$ cat src/caption_defs.svh
// Notes on behaviour
// - Revision bit in mode_control_3 is read only; writes leave it unchanged.
// - With vbi_pass_enable set, VBI lines pass; clear, they are blanked.
// - VBI insertion is off in slave timing mode 0, whatever vbi_pass_enable says.
// - Blank-input control beats vbi_pass_enable and suppresses VBI insertion.
// - Two-bit clock_out_select picks 27 MHz, 13.5 MHz or disabled clock output.
// - overlay_enable at 1 enables the OSD overlay; at 0 it stays off.
// - zero_input_colour 0 shows zero input as coded; 1 forces black.
// - Twelve OSD registers hold 4-bit Y, Cb, Cr, each padded with four zeros.
// - Captions go out on line 21 of odd fields and line 284 of even.
// - Each caption line opens with seven sine cycles locked to bit timing.
// - After run-in, blanking level for two bit periods, then a 1 start bit.
// - Sixteen bits follow: two bytes of seven data bits plus odd parity.
// - Odd field uses caption data registers; even field uses extended ones.
// - Run-in and caption timing are generated internally; host only loads data.
// - Pixel input is ignored during line 21 of odd fields and line 284 of even fields.
// - Caption data is single buffered and sent on the next caption line.
// - mode_control_3 sits at subaddress 12H.
// - Blank-input control decides if the external blank input counts in slave mode.
`ifndef CAPTION_DEFS_SVH
`define CAPTION_DEFS_SVH
`define IDX_CC_EXT_0    6'h08
`define IDX_CC_EXT_1    6'h09
`define IDX_CC_DATA_0   6'h0a
`define IDX_CC_DATA_1   6'h0b
`define IDX_MODE_3      6'h12
`define IDX_OSD_FIRST   6'h13
`define IDX_OSD_LAST    6'h1e
`define IDX_TIMING_CTL  6'h1f
`define IDX_STATUS      6'h20
`define MR3_REV_BIT     0
`define MR3_VBI_BIT     1
`define MR3_CLK_LSB     2
`define MR3_OSD_BIT     5
`define MR3_ZERO_BIT    6
`define TC_SLAVE_BIT    0
`define TC_MODE_LSB     1
`define TC_BLANK_BIT    3
`define CLK_CODE_27     2'h0
`define CLK_CODE_13     2'h1
`define LINE_CC_ODD     10'h015
`define LINE_CC_EVEN    10'h11c
`define LEVEL_BLANK     8'h10
`define LEVEL_BLACK     8'h10
`define LEVEL_CC_HIGH   8'h7e
`define LEVEL_SINE_MID  8'h47
`define CLK_MHZ         200
`define CC_BIT_NS       1986
`define CC_START_NS     10500
`define CC_STEP_CYC     ((`CC_BIT_NS * `CLK_MHZ) / (16 * 1000))
`define CC_START_CYC    ((`CC_START_NS * `CLK_MHZ) / 1000)
`define RUNIN_BITS      5'h07
`define GAP_BITS        5'h02
`define DATA_BITS       5'h11
`endif

$ cat src/caption_pkg.sv
package caption_pkg;
  typedef enum logic [4:0] {
    ST_IDLE  = 5'h01,
    ST_WAIT  = 5'h02,
    ST_RUNIN = 5'h04,
    ST_GAP   = 5'h08,
    ST_DATA  = 5'h10
  } cc_state_e;

  typedef struct packed {
    logic [7:0] y;
    logic [7:0] cb;
    logic [7:0] cr;
  } osd_colour_s;

  typedef struct packed {
    logic [1:0][7:0]   cc_data;
    logic [1:0][7:0]   cc_ext;
    logic              vbi_pass_enable;
    logic [1:0]        clock_out_select;
    logic              overlay_enable;
    logic              zero_input_colour;
    logic [11:0][11:0] osd;
    logic [3:0]        timing_ctl;
    logic              ack;
    logic [31:0]       rdata;
    logic [2:0]        blank_sync;
    logic              blank_stable;
    cc_state_e         state;
    logic [11:0]       cnt;
    logic [3:0]        phase;
    logic [4:0]        bit_cnt;
    logic [16:0]       shift;
    logic [7:0]        video;
    osd_colour_s       osd_out;
  } core_s;
endpackage

$ cat src/caption_vbi_osd_control.sv
`timescale 1ns/1ps
`default_nettype none
`include "caption_defs.svh"
module caption_vbi_osd_control
  import caption_pkg::*;
#(
  parameter logic REVISION = 1'b0
) (
  input  wire logic        clk_sys,
  input  wire logic        reset,
  input  wire logic [7:0]  address,
  input  wire logic        read,
  input  wire logic        write,
  input  wire logic [31:0] writedata,
  input  wire logic [3:0]  byteenable,
  output logic [31:0]      readdata,
  output logic             waitrequest,
  input  wire logic [9:0]  line_num,
  input  wire logic        field_odd,
  input  wire logic        line_start,
  input  wire logic        vbi_line,
  input  wire logic [7:0]  pix_in,
  input  wire logic        blank_in_n,
  input  wire logic [3:0]  osd_index,
  output logic [7:0]       video_out,
  output osd_colour_s      osd_colour,
  output logic             overlay_on,
  output logic             clk_out_enable,
  output logic             clk_out_half
);
  // REVISION is an arbitrary neutral value.

  core_s r_r;
  core_s r_nxt;

  function automatic logic [7:0] cc_byte(input logic [7:0] d);
    cc_byte = {~^d[6:0], d[6:0]};
  endfunction

  function automatic logic [7:0] sine16(input logic [3:0] p);
    case (p)
      4'h0, 4'h8: sine16 = `LEVEL_SINE_MID;
      4'h1, 4'h7: sine16 = `LEVEL_SINE_MID + 8'h15;
      4'h2, 4'h6: sine16 = `LEVEL_SINE_MID + 8'h27;
      4'h3, 4'h5: sine16 = `LEVEL_SINE_MID + 8'h33;
      4'h4:       sine16 = `LEVEL_SINE_MID + 8'h37;
      4'h9, 4'hf: sine16 = `LEVEL_SINE_MID - 8'h15;
      4'ha, 4'he: sine16 = `LEVEL_SINE_MID - 8'h27;
      4'hb, 4'hd: sine16 = `LEVEL_SINE_MID - 8'h33;
      default:    sine16 = `LEVEL_SINE_MID - 8'h37;
    endcase
  endfunction

  logic [5:0] idx;
  logic       wr_take;
  logic       cc_now;
  logic       slave_mode0;
  logic       honour_blank;
  logic       vbi_effective;
  logic       step_end;
  logic       bit_end;
  logic [7:0] cc_level;
  logic [3:0] osd_slot;

  assign idx         = address[7:2];
  assign wr_take     = write && r_r.ack && byteenable[0];
  assign waitrequest = (read || write) && !r_r.ack;
  assign readdata    = r_r.rdata;
  assign video_out   = r_r.video;
  assign osd_colour  = r_r.osd_out;
  assign overlay_on  = r_r.overlay_enable;
  assign osd_slot    = 4'(idx - `IDX_OSD_FIRST);

  // Codes 00 and 01 run the clock; 1x turns it off.
  assign clk_out_enable = !r_r.clock_out_select[1];
  assign clk_out_half   = r_r.clock_out_select == `CLK_CODE_13;

  assign cc_now = (field_odd && line_num == `LINE_CC_ODD) ||
                  (!field_odd && line_num == `LINE_CC_EVEN);
  assign slave_mode0 = r_r.timing_ctl[`TC_SLAVE_BIT] &&
                       r_r.timing_ctl[`TC_MODE_LSB +: 2] == 2'h0;
  assign honour_blank = r_r.timing_ctl[`TC_SLAVE_BIT] &&
                        r_r.timing_ctl[`TC_BLANK_BIT] && !r_r.blank_stable;
  assign vbi_effective = r_r.vbi_pass_enable && !slave_mode0 &&
                         !r_r.timing_ctl[`TC_BLANK_BIT];
  assign step_end = r_r.cnt == 12'(`CC_STEP_CYC - 1);
  assign bit_end  = step_end && r_r.phase == 4'hf;

  always_comb begin
    case (r_r.state)
      ST_RUNIN: cc_level = sine16(r_r.phase);
      ST_DATA:  cc_level = r_r.shift[0] ? `LEVEL_CC_HIGH : `LEVEL_BLANK;
      default:  cc_level = `LEVEL_BLANK;
    endcase
  end

  always_comb begin
    r_nxt = r_r;
    r_nxt.ack = (read || write) && !r_r.ack;
    if (read && !r_r.ack) begin
      r_nxt.rdata = 32'h0;
      case (idx)
        `IDX_CC_EXT_0:   r_nxt.rdata[7:0] = r_r.cc_ext[0];
        `IDX_CC_EXT_1:   r_nxt.rdata[7:0] = r_r.cc_ext[1];
        `IDX_CC_DATA_0:  r_nxt.rdata[7:0] = r_r.cc_data[0];
        `IDX_CC_DATA_1:  r_nxt.rdata[7:0] = r_r.cc_data[1];
        `IDX_MODE_3:     r_nxt.rdata[7:0] = {1'b0, r_r.zero_input_colour,
                                             r_r.overlay_enable, 1'b0,
                                             r_r.clock_out_select,
                                             r_r.vbi_pass_enable, REVISION};
        `IDX_TIMING_CTL: r_nxt.rdata[3:0] = r_r.timing_ctl;
        `IDX_STATUS:     r_nxt.rdata[7:0] = {2'h0, cc_now, r_r.blank_stable,
                                             r_r.state != ST_IDLE, r_r.bit_cnt[2:0]};
        default: begin
          if (idx >= `IDX_OSD_FIRST && idx <= `IDX_OSD_LAST) begin
            r_nxt.rdata[11:0] = r_r.osd[osd_slot];
          end
        end
      endcase
    end
    if (wr_take) begin
      case (idx)
        `IDX_CC_EXT_0:  r_nxt.cc_ext[0] = writedata[7:0];
        `IDX_CC_EXT_1:  r_nxt.cc_ext[1] = writedata[7:0];
        `IDX_CC_DATA_0: r_nxt.cc_data[0] = writedata[7:0];
        `IDX_CC_DATA_1: r_nxt.cc_data[1] = writedata[7:0];
        `IDX_MODE_3: begin
          // The revision bit and the reserved top bit have no storage.
          r_nxt.vbi_pass_enable   = writedata[`MR3_VBI_BIT];
          r_nxt.clock_out_select  = writedata[`MR3_CLK_LSB +: 2];
          r_nxt.overlay_enable    = writedata[`MR3_OSD_BIT];
          r_nxt.zero_input_colour = writedata[`MR3_ZERO_BIT];
        end
        `IDX_TIMING_CTL: r_nxt.timing_ctl = writedata[3:0];
        default: begin
          if (idx >= `IDX_OSD_FIRST && idx <= `IDX_OSD_LAST && byteenable[1]) begin
            r_nxt.osd[osd_slot] = writedata[11:0];
          end
        end
      endcase
    end

    r_nxt.blank_sync = {r_r.blank_sync[1:0], blank_in_n};
    if (r_r.blank_sync[1] == r_r.blank_sync[2]) begin
      r_nxt.blank_stable = r_r.blank_sync[2];
    end

    // The line sequencer runs without host help once a caption line starts.
    case (r_r.state)
      ST_IDLE: begin
        if (line_start && cc_now) begin
          // Bytes are taken straight from the registers at line start, so a
          // late write misses this line rather than tearing it.
          if (field_odd) begin
            r_nxt.shift = {cc_byte(r_r.cc_data[1]), cc_byte(r_r.cc_data[0]), 1'b1};
          end else begin
            r_nxt.shift = {cc_byte(r_r.cc_ext[1]), cc_byte(r_r.cc_ext[0]), 1'b1};
          end
          r_nxt.cnt   = 12'h0;
          r_nxt.state = ST_WAIT;
        end
      end
      ST_WAIT: begin
        if (r_r.cnt == 12'(`CC_START_CYC - 1)) begin
          r_nxt.cnt     = 12'h0;
          r_nxt.phase   = 4'h0;
          r_nxt.bit_cnt = 5'h0;
          r_nxt.state   = ST_RUNIN;
        end else begin
          r_nxt.cnt = r_r.cnt + 12'h1;
        end
      end
      ST_RUNIN, ST_GAP, ST_DATA: begin
        r_nxt.cnt = step_end ? 12'h0 : r_r.cnt + 12'h1;
        if (step_end) begin
          r_nxt.phase = r_r.phase + 4'h1;
        end
        if (bit_end) begin
          r_nxt.bit_cnt = r_r.bit_cnt + 5'h1;
          if (r_r.state == ST_RUNIN && r_r.bit_cnt == `RUNIN_BITS - 5'h1) begin
            r_nxt.bit_cnt = 5'h0;
            r_nxt.state   = ST_GAP;
          end else if (r_r.state == ST_GAP && r_r.bit_cnt == `GAP_BITS - 5'h1) begin
            r_nxt.bit_cnt = 5'h0;
            r_nxt.state   = ST_DATA;
          end else if (r_r.state == ST_DATA) begin
            r_nxt.shift = {1'b0, r_r.shift[16:1]};
            if (r_r.bit_cnt == `DATA_BITS - 5'h1) begin
              r_nxt.state = ST_IDLE;
            end
          end
        end
      end
      default: r_nxt.state = ST_IDLE;
    endcase

    if (cc_now) begin
      r_nxt.video = cc_level;
    end else if (honour_blank) begin
      r_nxt.video = `LEVEL_BLANK;
    end else if (vbi_line && !vbi_effective) begin
      r_nxt.video = `LEVEL_BLANK;
    end else if (r_r.zero_input_colour && pix_in == 8'h00) begin
      r_nxt.video = `LEVEL_BLACK;
    end else begin
      r_nxt.video = pix_in;
    end

    r_nxt.osd_out = '{y:  {r_r.osd[osd_index][11:8], 4'h0},
                      cb: {r_r.osd[osd_index][7:4], 4'h0},
                      cr: {r_r.osd[osd_index][3:0], 4'h0}};
    if (osd_index > 4'hb) begin
      r_nxt.osd_out = '0;
    end
  end

  always_ff @(posedge clk_sys) begin
    if (reset) begin
      r_r              <= '0;
      r_r.state        <= ST_IDLE;
      r_r.blank_sync   <= 3'h7;
      r_r.blank_stable <= 1'b1;
      r_r.video        <= `LEVEL_BLANK;
    end else begin
      r_r <= r_nxt;
    end
  end
endmodule
`default_nettype wire

$ cat config.mk
export PLATFORM = sky130hd
export DESIGN_NAME = caption_vbi_osd_control
export DESIGN_NICKNAME = d
export VERILOG_FILES = /design/src/caption_pkg.sv /design/src/caption_vbi_osd_control.sv
export VERILOG_INCLUDE_DIRS = /design/src
export SDC_FILE = /design/constraint.sdc
export NUM_CORES = 1
export LEC_CHECK = 0
export BUFFER_PORTS_ARGS = -buffer_cell sky130_fd_sc_hd__buf_2
export CAP_MARGIN = 30
export CELL_PAD_IN_SITES_DETAIL_PLACEMENT = 0
export CELL_PAD_IN_SITES_GLOBAL_PLACEMENT = 2
export CORE_MARGIN = 5
export CORE_UTILIZATION = 38
export CTS_CLUSTER_SIZE = 12
export DETAILED_ROUTE_END_ITERATION = 8
export GPL_TIMING_DRIVEN = 0
export PLACE_DENSITY = 0.83
export SLEW_MARGIN = 20
export SYNTH_ARGS = -nofsm -noshare
export SYNTH_HDL_FRONTEND = slang
export SYNTH_SLANG_ARGS = --single-unit
$ cat constraint.sdc
create_clock -name clk_sys -period 4.6 [get_ports clk_sys]
set_clock_uncertainty 0.05 [all_clocks]
set_input_delay 0.92 -clock clk_sys [delete_from_list [all_inputs] [get_ports clk_sys]]
set_output_delay 0.92 -clock clk_sys [all_outputs]
set_load 0.01 [all_outputs]
### After elaboration in Yosys (flattened, before gate mapping)

Memories as Yosys holds them, arrays and structs flattened. A register that Yosys moved wholly into a read port is not among the register bits.
Cells that the tools add are included.

| storage, ports and cells | value |
|---|---|
| input port bits | 74 |
| output and inout bits | 68 |
| bits in read-only memories | 112 |
| word-level logic and storage cells | 177 |
| flip-flop bits (word level) | 277 |
| memories kept | 1 |

| operators by class | value |
|---|---|
| bitwise logic cells | 1 |
| eq/ne operators | 32 |
| multiplexer cells | 42 |
| magnitude comparators | 6 |
| add/subtract/negate cells | 4 |
| reduce and logical (&&, ||, !) cells | 54 |

Memory list:

| memory | depth | bits a word | rd ports | clocked after memory_dff | wr ports | RTL line | source |
|---|---|---|---|---|---|---|---|
| (no name shown) | 16 | 7 | 1 | 1 | 0 | caption_vbi_osd_control.sv:41 | `case (p)` |

Operators with widths:

| kind | number |
|---|---|
| bitwise mux 144 bit | 1 |
| 2-to-1 mux 17 bit | 6 |
| binary-select mux 12 bit (select 4 bit) | 2 |
| 2-to-1 mux 12 bit | 6 |
| one-hot mux 4 bit (7 select lines) | 2 |
| demux 12 bit (select 4 bit) | 1 |
| 2-to-1 mux 5 bit | 8 |
| one-hot mux 12 bit (3 select lines) | 1 |
| one-hot mux 17 bit (2 select lines) | 1 |
| 2-to-1 mux 8 bit | 4 |
| XNOR reduction 7 bit | 4 |
| == test 6 x 4 -> 1 bit, second input constant | 4 |
| 2-to-1 mux 22 bit | 1 |
| logical AND 1 bit | 20 |
| one-hot mux 9 bit (2 select lines) | 1 |
| 2-to-1 mux 4 bit | 4 |
| one-hot mux 8 bit (2 select lines) | 1 |
| one-hot mux 5 bit (3 select lines) | 1 |
| != test 2 bit, second input constant | 7 |
| AND reduction 2 bit | 7 |
| adder 12 x 1 -> 12 bit, second input constant | 1 |
| == test 12 bit, second input constant | 1 |
| == test 12 x 5 -> 1 bit, second input constant | 1 |
| == test 6 x 5 -> 1 bit, second input constant | 2 |
| 37 further kinds | 52 |

### Depth between registers and ports, before layout

Gate-level depths: netlist (run 1).

| logic depth | value |
|---|---|
| depth in word-level cells | 10 |
| mapped depth | 12 |
| depth with buffers taken out | 11 |

### Least setup slack after synthesis (run 1)

No wires, ideal clock.

| timing path | value |
|---|---|
| path type | input to register |
| start | input address[2] |
| end | register r_r, in the netlist readdata[10] |
| path buffers | 5 |
| required time | 4.422 ns |
| cell stages on the path | 12 |
| setup slack | 0.617 ns |
| arrival | 3.806 ns |
| cell sequence | buf_2 clkbuf_1 inv_1 ha_1 clkbuf_1 clkbuf_1 buf_1 mux4_2 mux2i_1 o21ai_0 a22oi_1 nor2_1 |

| on the way | value |
|---|---|
| word-level cells in the longest chain between the ends | 5 |
| elaborated cells between the ends (all ways) | 16 |

RTL lines:

| item | RTL line | source |
|---|---|---|
| start: declaration | caption_vbi_osd_control.sv:11 | `input wire logic [7:0] address,` |
| subtractor 4 x 2 -> 4 bit (no line) | -- |  |
| binary-select mux 12 bit (select 4 bit) | caption_vbi_osd_control.sv:116 | `r_nxt.rdata[11:0] = r_r.osd[osd_slot];` |
| 2-to-1 mux 12 bit (implied by the code) | caption_vbi_osd_control.sv:116 |  |
| 2-to-1 mux 12 bit | caption_vbi_osd_control.sv:115 | `` if (idx >= `IDX_OSD_FIRST && idx <= `IDX_OSD_LAST) begin `` |
| 2-to-1 mux 4 bit (*) | caption_vbi_osd_control.sv:102 | `case (idx)` |
| end signal: assignment | caption_vbi_osd_control.sv:225 | `r_r <= r_nxt;` |
| end: declaration | caption_vbi_osd_control.sv:33 | `core_s r_r;` |

Every way passes the cells marked *; elsewhere a longest branch is shown, timed or not. The select of a mux whose other input is x is not followed.
A chain may end at the register's enable or synchronous reset.

### Final worst setup path (run 1)

| timing path | value |
|---|---|
| start | input address[2] |
| end | register r_r, in the netlist readdata[8] |

The elaborated chain is that of the path after synthesis.

==> flow_summary.yaml, run 1 <==
synth:
  postSynthAreaPerCell_um2: 9.55
  netlist_area_um2: 14000
  synth-edff-count: 0
  synth_warnings: 0
  synth_flop_cell: "dfxtp_1"
  syn_inst: 1469
  seq_area_frac_synth_pct: 38.8
  async_flop_share_pct: 0
  ys_ff_latch: 272
  synth_cell_types: 73
sta:
  tightest_slew_ps: 909
  period_needed_ps: 4180
  finalHoldViolCount: 0
  grt_setup_unrepaired: "no"
  tns_ps: 0
  fin_crit_sh_pct: 90.9
  drv_slew: 0
  setup_violations: 0
  slew_headroom_pct: 39.4
  max_freq_mhz: 239
  hold_ws_ps: 365
drt:
  ant_nets: 0
  vias_per_cell: 5.39
  wl_mm: 43.6
  wl_per_cell_um: 20.7
  first_iter_violations: 798
  vias: 11300
  firstDrtPassIters: 5
  drc: 0
floorplan:
  core_um2: 36500
  die_w_um: 202
  io_pins: 142
  die_area_um2: 40900
  start_util_pct: 38.4
  die_h_um: 202
  rows: 70
pwr:
  p_per_area_nw_per_um2: 339
  sequentialPowerShare_pct: 44.3
  leakage_nw: 7.13
  swShare_pct: 26.7
  vdd_drop_max_v: 0.000312
  clock_power_share_pct: 43.7
  power_mw: 5.48
  power_switching_mw: 1.46
  p_int_mw: 4.02
  pwr-share-comb_pct: 12.0
layout:
  nNetsFinal: 1702
  fin_util_pct: 44.2
  drive_gt1_share_pct: 18.3
  nFillCells: 3618
  final_area_um2: 16100
  layout_commonest_cell: "dfxtp_1"
  mostFrequentLayoutCells: "272 x dfxtp_1, 212 x nor2_1, 188 x mux2i_1, 118 x nand2_1, 94 x buf_2"
  syn_to_final_growth_pct: 15.1
cts:
  post_cts_buffers: 0
  htree_levels: 1
  clockRootBuffer: "clkbuf_16"
  path_clk_slew_ps: 60
  insertion_delay_ps: 580
  numCtsBuffers: 30
  clockBufferDepth: 3
  cts_tree: "done"
  cts_sinks: 272
setup_path:
  path_class: "input pin to flop"
  reg2reg_slack_ps: 1320
  worstSetupStartpointType: "input pin"
  max_stage_delay_ps: 730
  crit_path_top_delay_cell: "ha_1"
  worstPathMaxFanout: 19
  crit_top_cell: "buf_2"
  cp.arrival_ps: 4580
  worstPathCellList: "buf_2 > buf_2 > inv_1 > ha_1 > clkbuf_2 > buf_1 > mux4_2 > nand3_1 > o21ai_0 > a22oi_1 > nor2_1"
  r2r_start: "r_r[61]"
  worst_ep_required_time_ps: 5000
  reg2regPathDepth: 7
  worstSetupEndpointType: "flop"
placement:
  io_buffers: 74
  dpl_cell_area_um2: 15100
  gp_congestion: 0.864
  hpwl_mm: 32.2
global_route:
  grtUsageTotal_pct: 20.7
  overflow: 0
  grt_pass1_vias: 11100
  grt_max_degree: 20
  grt_first_pass_wirelength_mm: 66.8
  antenna_found_initial: 2
min_path:
  min_to: "r_nxt[78]"
  min-delay-path-class: "flop to flop"
  holdPathStages: 1
  hp-start: "r_nxt[77]"
flow_run:
  max-cap-violations: 0
run_status:
  status: "finished, final reports clean"
==> final cells by class <==
| class | instances | area, um^2 | share of cell area, % |
|---|---|---|---|
| clock inverter | 11 | 119 | 0.736 |
| antenna | 1 | 2.50 | 0.0155 |
| timing repair buffer | 81 | 439 | 2.72 |
| buffer | 175 | 947 | 5.87 |
| sequential | 272 | 5450 | 33.7 |
| multi-input combinational | 1031 | 7680 | 47.6 |
| inverter | 20 | 75.1 | 0.465 |
| clock buffer | 43 | 850 | 5.26 |
| tap | 468 | 586 | 3.63 |
==> registers in the layout (all words and copies together), names as in the netlist, named ones only <==
| signal | flops |
|---|---|
| osd_colour | 12 |
| r_nxt | 2 |
| video_out | 8 |
| readdata | 12 |
| r_r | 230 |
| overlay_on | 1 |
==> synth_stat cells, drive strengths merged (6+ instances only) <==
| library cell | number | area share [%] |
|---|---|---|
| dfxtp | 272 | 39 |
| nor2 | 212 | 5.7 |
| mux2i | 188 | 13 |
| nand2 | 118 | 3.2 |
| buf | 94 | 4.6 |
| clkbuf | 83 | 2.2 |
| a21oi | 78 | 2.8 |
| mux4 | 73 | 12 |
| nand3 | 57 | 2.0 |
| xnor2 | 33 | 2.1 |
| o21ai | 32 | 1.1 |
| inv | 20 | 0.53 |
| o211ai | 19 | 1.0 |
| ha | 17 | 1.5 |
| nor3 | 14 | 0.58 |
| a31oi | 12 | 0.53 |
| nor2b | 11 | 0.49 |
| a221oi | 8 | 0.50 |
| a22oi | 8 | 0.43 |
| nor4 | 8 | 0.36 |
| or2 | 8 | 0.36 |
| xor2 | 8 | 0.50 |
| nand4 | 7 | 0.31 |
| nor4b | 7 | 0.44 |
| a222oi | 6 | 0.43 |
| and2 | 6 | 0.27 |
| and3 | 6 | 0.27 |
| nand2b | 6 | 0.27 |
==> power groups by stage <==
stage	registers [mW]	logic, mW	clock network, mW
floorplan	2.47	0.447	0
global placement	2.48	0.645	0
detailed placement	2.48	0.651	0
CTS	2.42	0.654	2.44
global route	2.43	0.712	2.54
finish	2.43	0.657	2.40
==> worst max path at each step <==
stage | slack [ps] | from | depth (start not counted) | end
after floorplan | 620 | address[2] | 12 | readdata[10]
after global placement | -1330 | address[2] | 13 | readdata[10]
after detailed placement | -1360 | address[2] | 13 | readdata[10]
after CTS | 430 | address[2] | 11 | readdata[8]
after global routing | 180 | address[2] | 11 | readdata[9]
final | 420 | address[2] | 11 | readdata[8]
==> layer usage <==
| metal | vias up | GRT usage (%) | routed length, um |
|---|---|---|---|
| li1 | 5427 | - | - |
| met1 | 5510 | 28.2 | 19300 |
| met2 | 324 | 34.9 | 21000 |
| met3 | 72 | 2.58 | 2230 |
| met4 | 0 | 5.58 | 1180 |
| met5 | - | 0 | 0 |
==> metrics by stage <==
step	setup slack, ps	std cells
finish	421	2102
global route	185	2102
CTS	425	2098
detailed placement	-1360	2046
global placement	-1330	2042
floorplan	617	1500
==> cell families after synthesis <==
group	Yosys count	share of synthesized area [%]
adder cells (fa/ha/maj)	17	1.52
buffers and inverters	197	7.32
multiplexers	262	25.2
AND/OR/NAND/NOR	482	15.5
AO/OA/AOI/OAI	197	9.05
flip-flops	272	38.8
XOR/XNOR	41	2.56
other	1	0.0267
==> worst max-delay path: cells and delay by family <==
kind,cells,cell delay (ps)
buf+inv,5,1940
fa+ha+maj,1,730
mux,1,420
compound gates,2,400
simple gates,2,140
==> repair_timing <==
| item | CTS | global route |
|---|---|---|
| gates resized for setup | 2 | 0 |
| endpoints found under the setup margin | 12 | 0 |
| hold buffers | 0 | 0 |
Note: power is estimated with default switching activity, not from simulation.
==> run 2: changes to the inputs <==
--- a/config.mk
+++ b/config.mk
@@ -6,16 +6,17 @@
 export SDC_FILE = /design/constraint.sdc
 export NUM_CORES = 1
 export LEC_CHECK = 0
+export ABC_AREA = 1
 export BUFFER_PORTS_ARGS = -buffer_cell sky130_fd_sc_hd__buf_2
 export CAP_MARGIN = 30
 export CELL_PAD_IN_SITES_DETAIL_PLACEMENT = 0
 export CELL_PAD_IN_SITES_GLOBAL_PLACEMENT = 2
 export CORE_MARGIN = 5
-export CORE_UTILIZATION = 38
+export CORE_UTILIZATION = 36
 export CTS_CLUSTER_SIZE = 12
 export DETAILED_ROUTE_END_ITERATION = 8
 export GPL_TIMING_DRIVEN = 0
-export PLACE_DENSITY = 0.83
+export PLACE_DENSITY = 0.89
 export SLEW_MARGIN = 20
 export SYNTH_ARGS = -nofsm -noshare
 export SYNTH_HDL_FRONTEND = slang
==> constraint.sdc (replaced) <==
create_clock -name clk_sys -period 5.16 [get_ports clk_sys]
set_clock_uncertainty 0.05 [all_clocks]
set_input_delay 1.032 -clock clk_sys [delete_from_list [all_inputs] [get_ports clk_sys]]
set_output_delay 1.032 -clock clk_sys [all_outputs]
set_load 0.01 [all_outputs]
==> flow_summary.yaml, run 2 <==
run_status:
  status: "finished, final reports clean"
placement:
  hpwl_mm: 50.1
  io_buffers: 75
  dp.cells: 2973
  gp_congestion: 1.02
synth:
  synth_top_area_share_pct: 36.0
  ys_ff_latch: 272
  async_flop_share_pct: 0
  synth_mux_area_share_pct: 0
  synth_warnings: 0
  seq_area_frac_synth_pct: 36.0
  synth_flop_cell: "dfxtp_1"
  yosysTopAreaCell: "dfxtp_1"
  syn_inst: 2320
  yosys.cell_count.top_type: "nand2_1"
  synth-edff-count: 0
  synthAdderAreaFrac_pct: 1.41
  synth_cell_types: 46
  synth_top_family_by_area: "simple AND/OR/NAND/NOR gates"
  netlist_area_um2: 15100
  synth-compound-area-share_pct: 19.3
  postSynthAreaPerCell_um2: 6.52
  synth_commonest_cells: "471 x nand2_1, 325 x nor2_1, 272 x dfxtp_1"
  synth_area_leaders: "dfxtp_1 36%, nand2_1 12%, o21ai_0 8.2%, a21oi_1 8.1%, nor2_1 8.1%"
  yosys.area_share.simple_pct: 28.6
  synth-xor-area-share_pct: 1.80
setup_path:
  path_class: "input pin to flop"
  worstSetupStartpointType: "input pin"
  r2r_start: "r_r[58]"
  worst_ep_required_time_ps: 5600
  worstPathCellList: "buf_2 > inv_2 > clkbuf_1 > ha_1 > clkbuf_1 > clkinv_1 > clkbuf_1 > o21ai_0 > o221ai_1 > nand2_1 > a21oi_1 > nand2_1 > a21oi_1"
  reg2reg_slack_ps: 2310
  crit_top_cell: "clkbuf_1"
  worstSetupEndpointType: "flop"
  max_stage_delay_ps: 610
  crit_path_top_delay_cell: "clkbuf_1"
  worstPathMaxFanout: 11
  cp.arrival_ps: 4990
  reg2regPathDepth: 16
cts:
  clockBufferDepth: 3
  clockRootBuffer: "clkbuf_16"
  post_cts_buffers: 0
  ctsResizeCount: 0
  numCtsBuffers: 34
  htree_levels: 2
  cts_tree: "done"
  path_clk_slew_ps: 60
  insertion_delay_ps: 570
  ctsHoldBuffers: 0
  cts_sinks: 272
global_route:
  grt_first_pass_wirelength_mm: 98.1
  grtUsageTotal_pct: 27.6
  gr-usage-met2_pct: 45.3
  grt_max_degree: 13
  met3_usage_pct: 4.32
  grt_pass1_vias: 15700
  busiest_layer: "met2"
  overflow: 0
  antenna_found_initial: 0
  grt_use_met1_pct: 36.1
sta:
  tns_ps: 0
  drv_slew: 0
  setup_violations: 0
  max_freq_mhz: 220
  tightest_slew_ps: 992
  finalHoldViolCount: 0
  fin_crit_sh_pct: 88.2
  slew_headroom_pct: 33.9
  grt_setup_unrepaired: "no"
  period_needed_ps: 4550
layout:
  max_flop_register: "r_r"
  largest_reg_flops: 230
  syn_to_final_growth_pct: 16.1
  drive_gt1_share_pct: 11.3
  nNetsFinal: 2561
  layout_commonest_cell: "nand2_1"
  mostFrequentLayoutCells: "471 x nand2_1, 325 x nor2_1, 272 x dfxtp_1, 247 x o21ai_0, 244 x a21oi_1"
  antennaDiodeCount: 0
  finish.cell_count_without_fillers: 3030
floorplan:
  io_pins: 142
  core_um2: 41800
  die_area_um2: 46200
  rows: 75
  die_w_um: 215
  die_h_um: 215
  start_util_pct: 36.2
drt:
  firstDrtPassIters: 6
  ant_nets: 0
  vias_per_cell: 5.35
  vias: 16200
  first_iter_violations: 1504
  wl_per_cell_um: 21.7
  drc: 0
  wl_mm: 65.8
min_path:
  hp-start: "r_nxt[77]"
  min-delay-path-class: "flop to flop"
  min_to: "r_nxt[78]"
  holdPathStages: 1
pwr:
  power_mw: 5.98
  p_per_area_nw_per_um2: 340
  vdd_drop_max_v: 0.000261
  leakage_nw: 7.75
flow_run:
  max-cap-violations: 0
-- run 2: logic make-up after synthesis --
kind of cell               count (synthesis)
DFF                                      272
adders and majority gates                 17
other                                      1
xor gates and xnor gates                  28
buffers and inverters                    433
AOI/OAI and AO/OA                        551
and+or+nand+nor                         1018
-- run 2: worst max path at each step --
| stage | from | to | slack (ps) | depth (start not counted) |
|---|---|---|---|---|
| 2_1_floorplan | address[2] | r_r[143] | 2090 | 12 |
| 3_3_place_gp | address[2] | readdata[10] | 170 | 13 |
| 3_5_place_dp | address[2] | readdata[10] | 210 | 13 |
| 4_1_cts | address[2] | readdata[10] | 790 | 13 |
| 5_1_grt | address[2] | readdata[2] | 620 | 13 |
| 6_report | address[2] | readdata[10] | 610 | 13 |
-- run 2: worst max-delay path: cells and delay by family --
family                   cells  cell delay (ps)
AO/OA/AOI/OAI                4             1180
adder cells (fa/ha/maj)      1              360
AND/OR/NAND/NOR              2              210
buffers and inverters        6             2190
-- run 2: per-stage QoR --
| step | hold slack [ps] | util [%] | setup slack [ps] | cell area (um^2) |
|---|---|---|---|---|
| after floorplan | 339 | - | 2090 | 15200 |
| after global placement | 384 | 39.0 | 168 | 16300 |
| after detailed placement | 386 | 39.2 | 206 | 16400 |
| after CTS | 398 | 42.0 | 791 | 17600 |
| after global routing | 410 | 42.0 | 624 | 17600 |
| final | 390 | 42.0 | 607 | 17600 |
-- run 2: per-layer routing --
metal  wire (um)  up-vias
li1            -     7799
met1       28400     7613
met2       29900      638
met3        4150      162
met4        3430        0
met5           0        -
-- run 2: final cells by class --
| class | instances | area [um^2] |
|---|---|---|
| buffer | 213 | 1130 |
| clock buffer | 40 | 913 |
| clock inverter | 17 | 264 |
| fill | 4513 | 24200 |
| inverter | 220 | 826 |
| multi-input combinational | 1646 | 7840 |
| sequential | 272 | 5450 |
| tap | 539 | 674 |
| timing repair buffer | 83 | 469 |
-- run 2: report_power, final --
| part | internal, mW | leakage, nW | total [mW] | switching (mW) |
|---|---|---|---|---|
| logic | 0.310 | 4.97 | 1.16 | 0.853 |
| registers | 2.20 | 2.20 | 2.25 | 0.0521 |
| clock network | 1.53 | 0.579 | 2.56 | 1.03 |
| total | 4.04 | 7.75 | 5.98 | 1.94 |
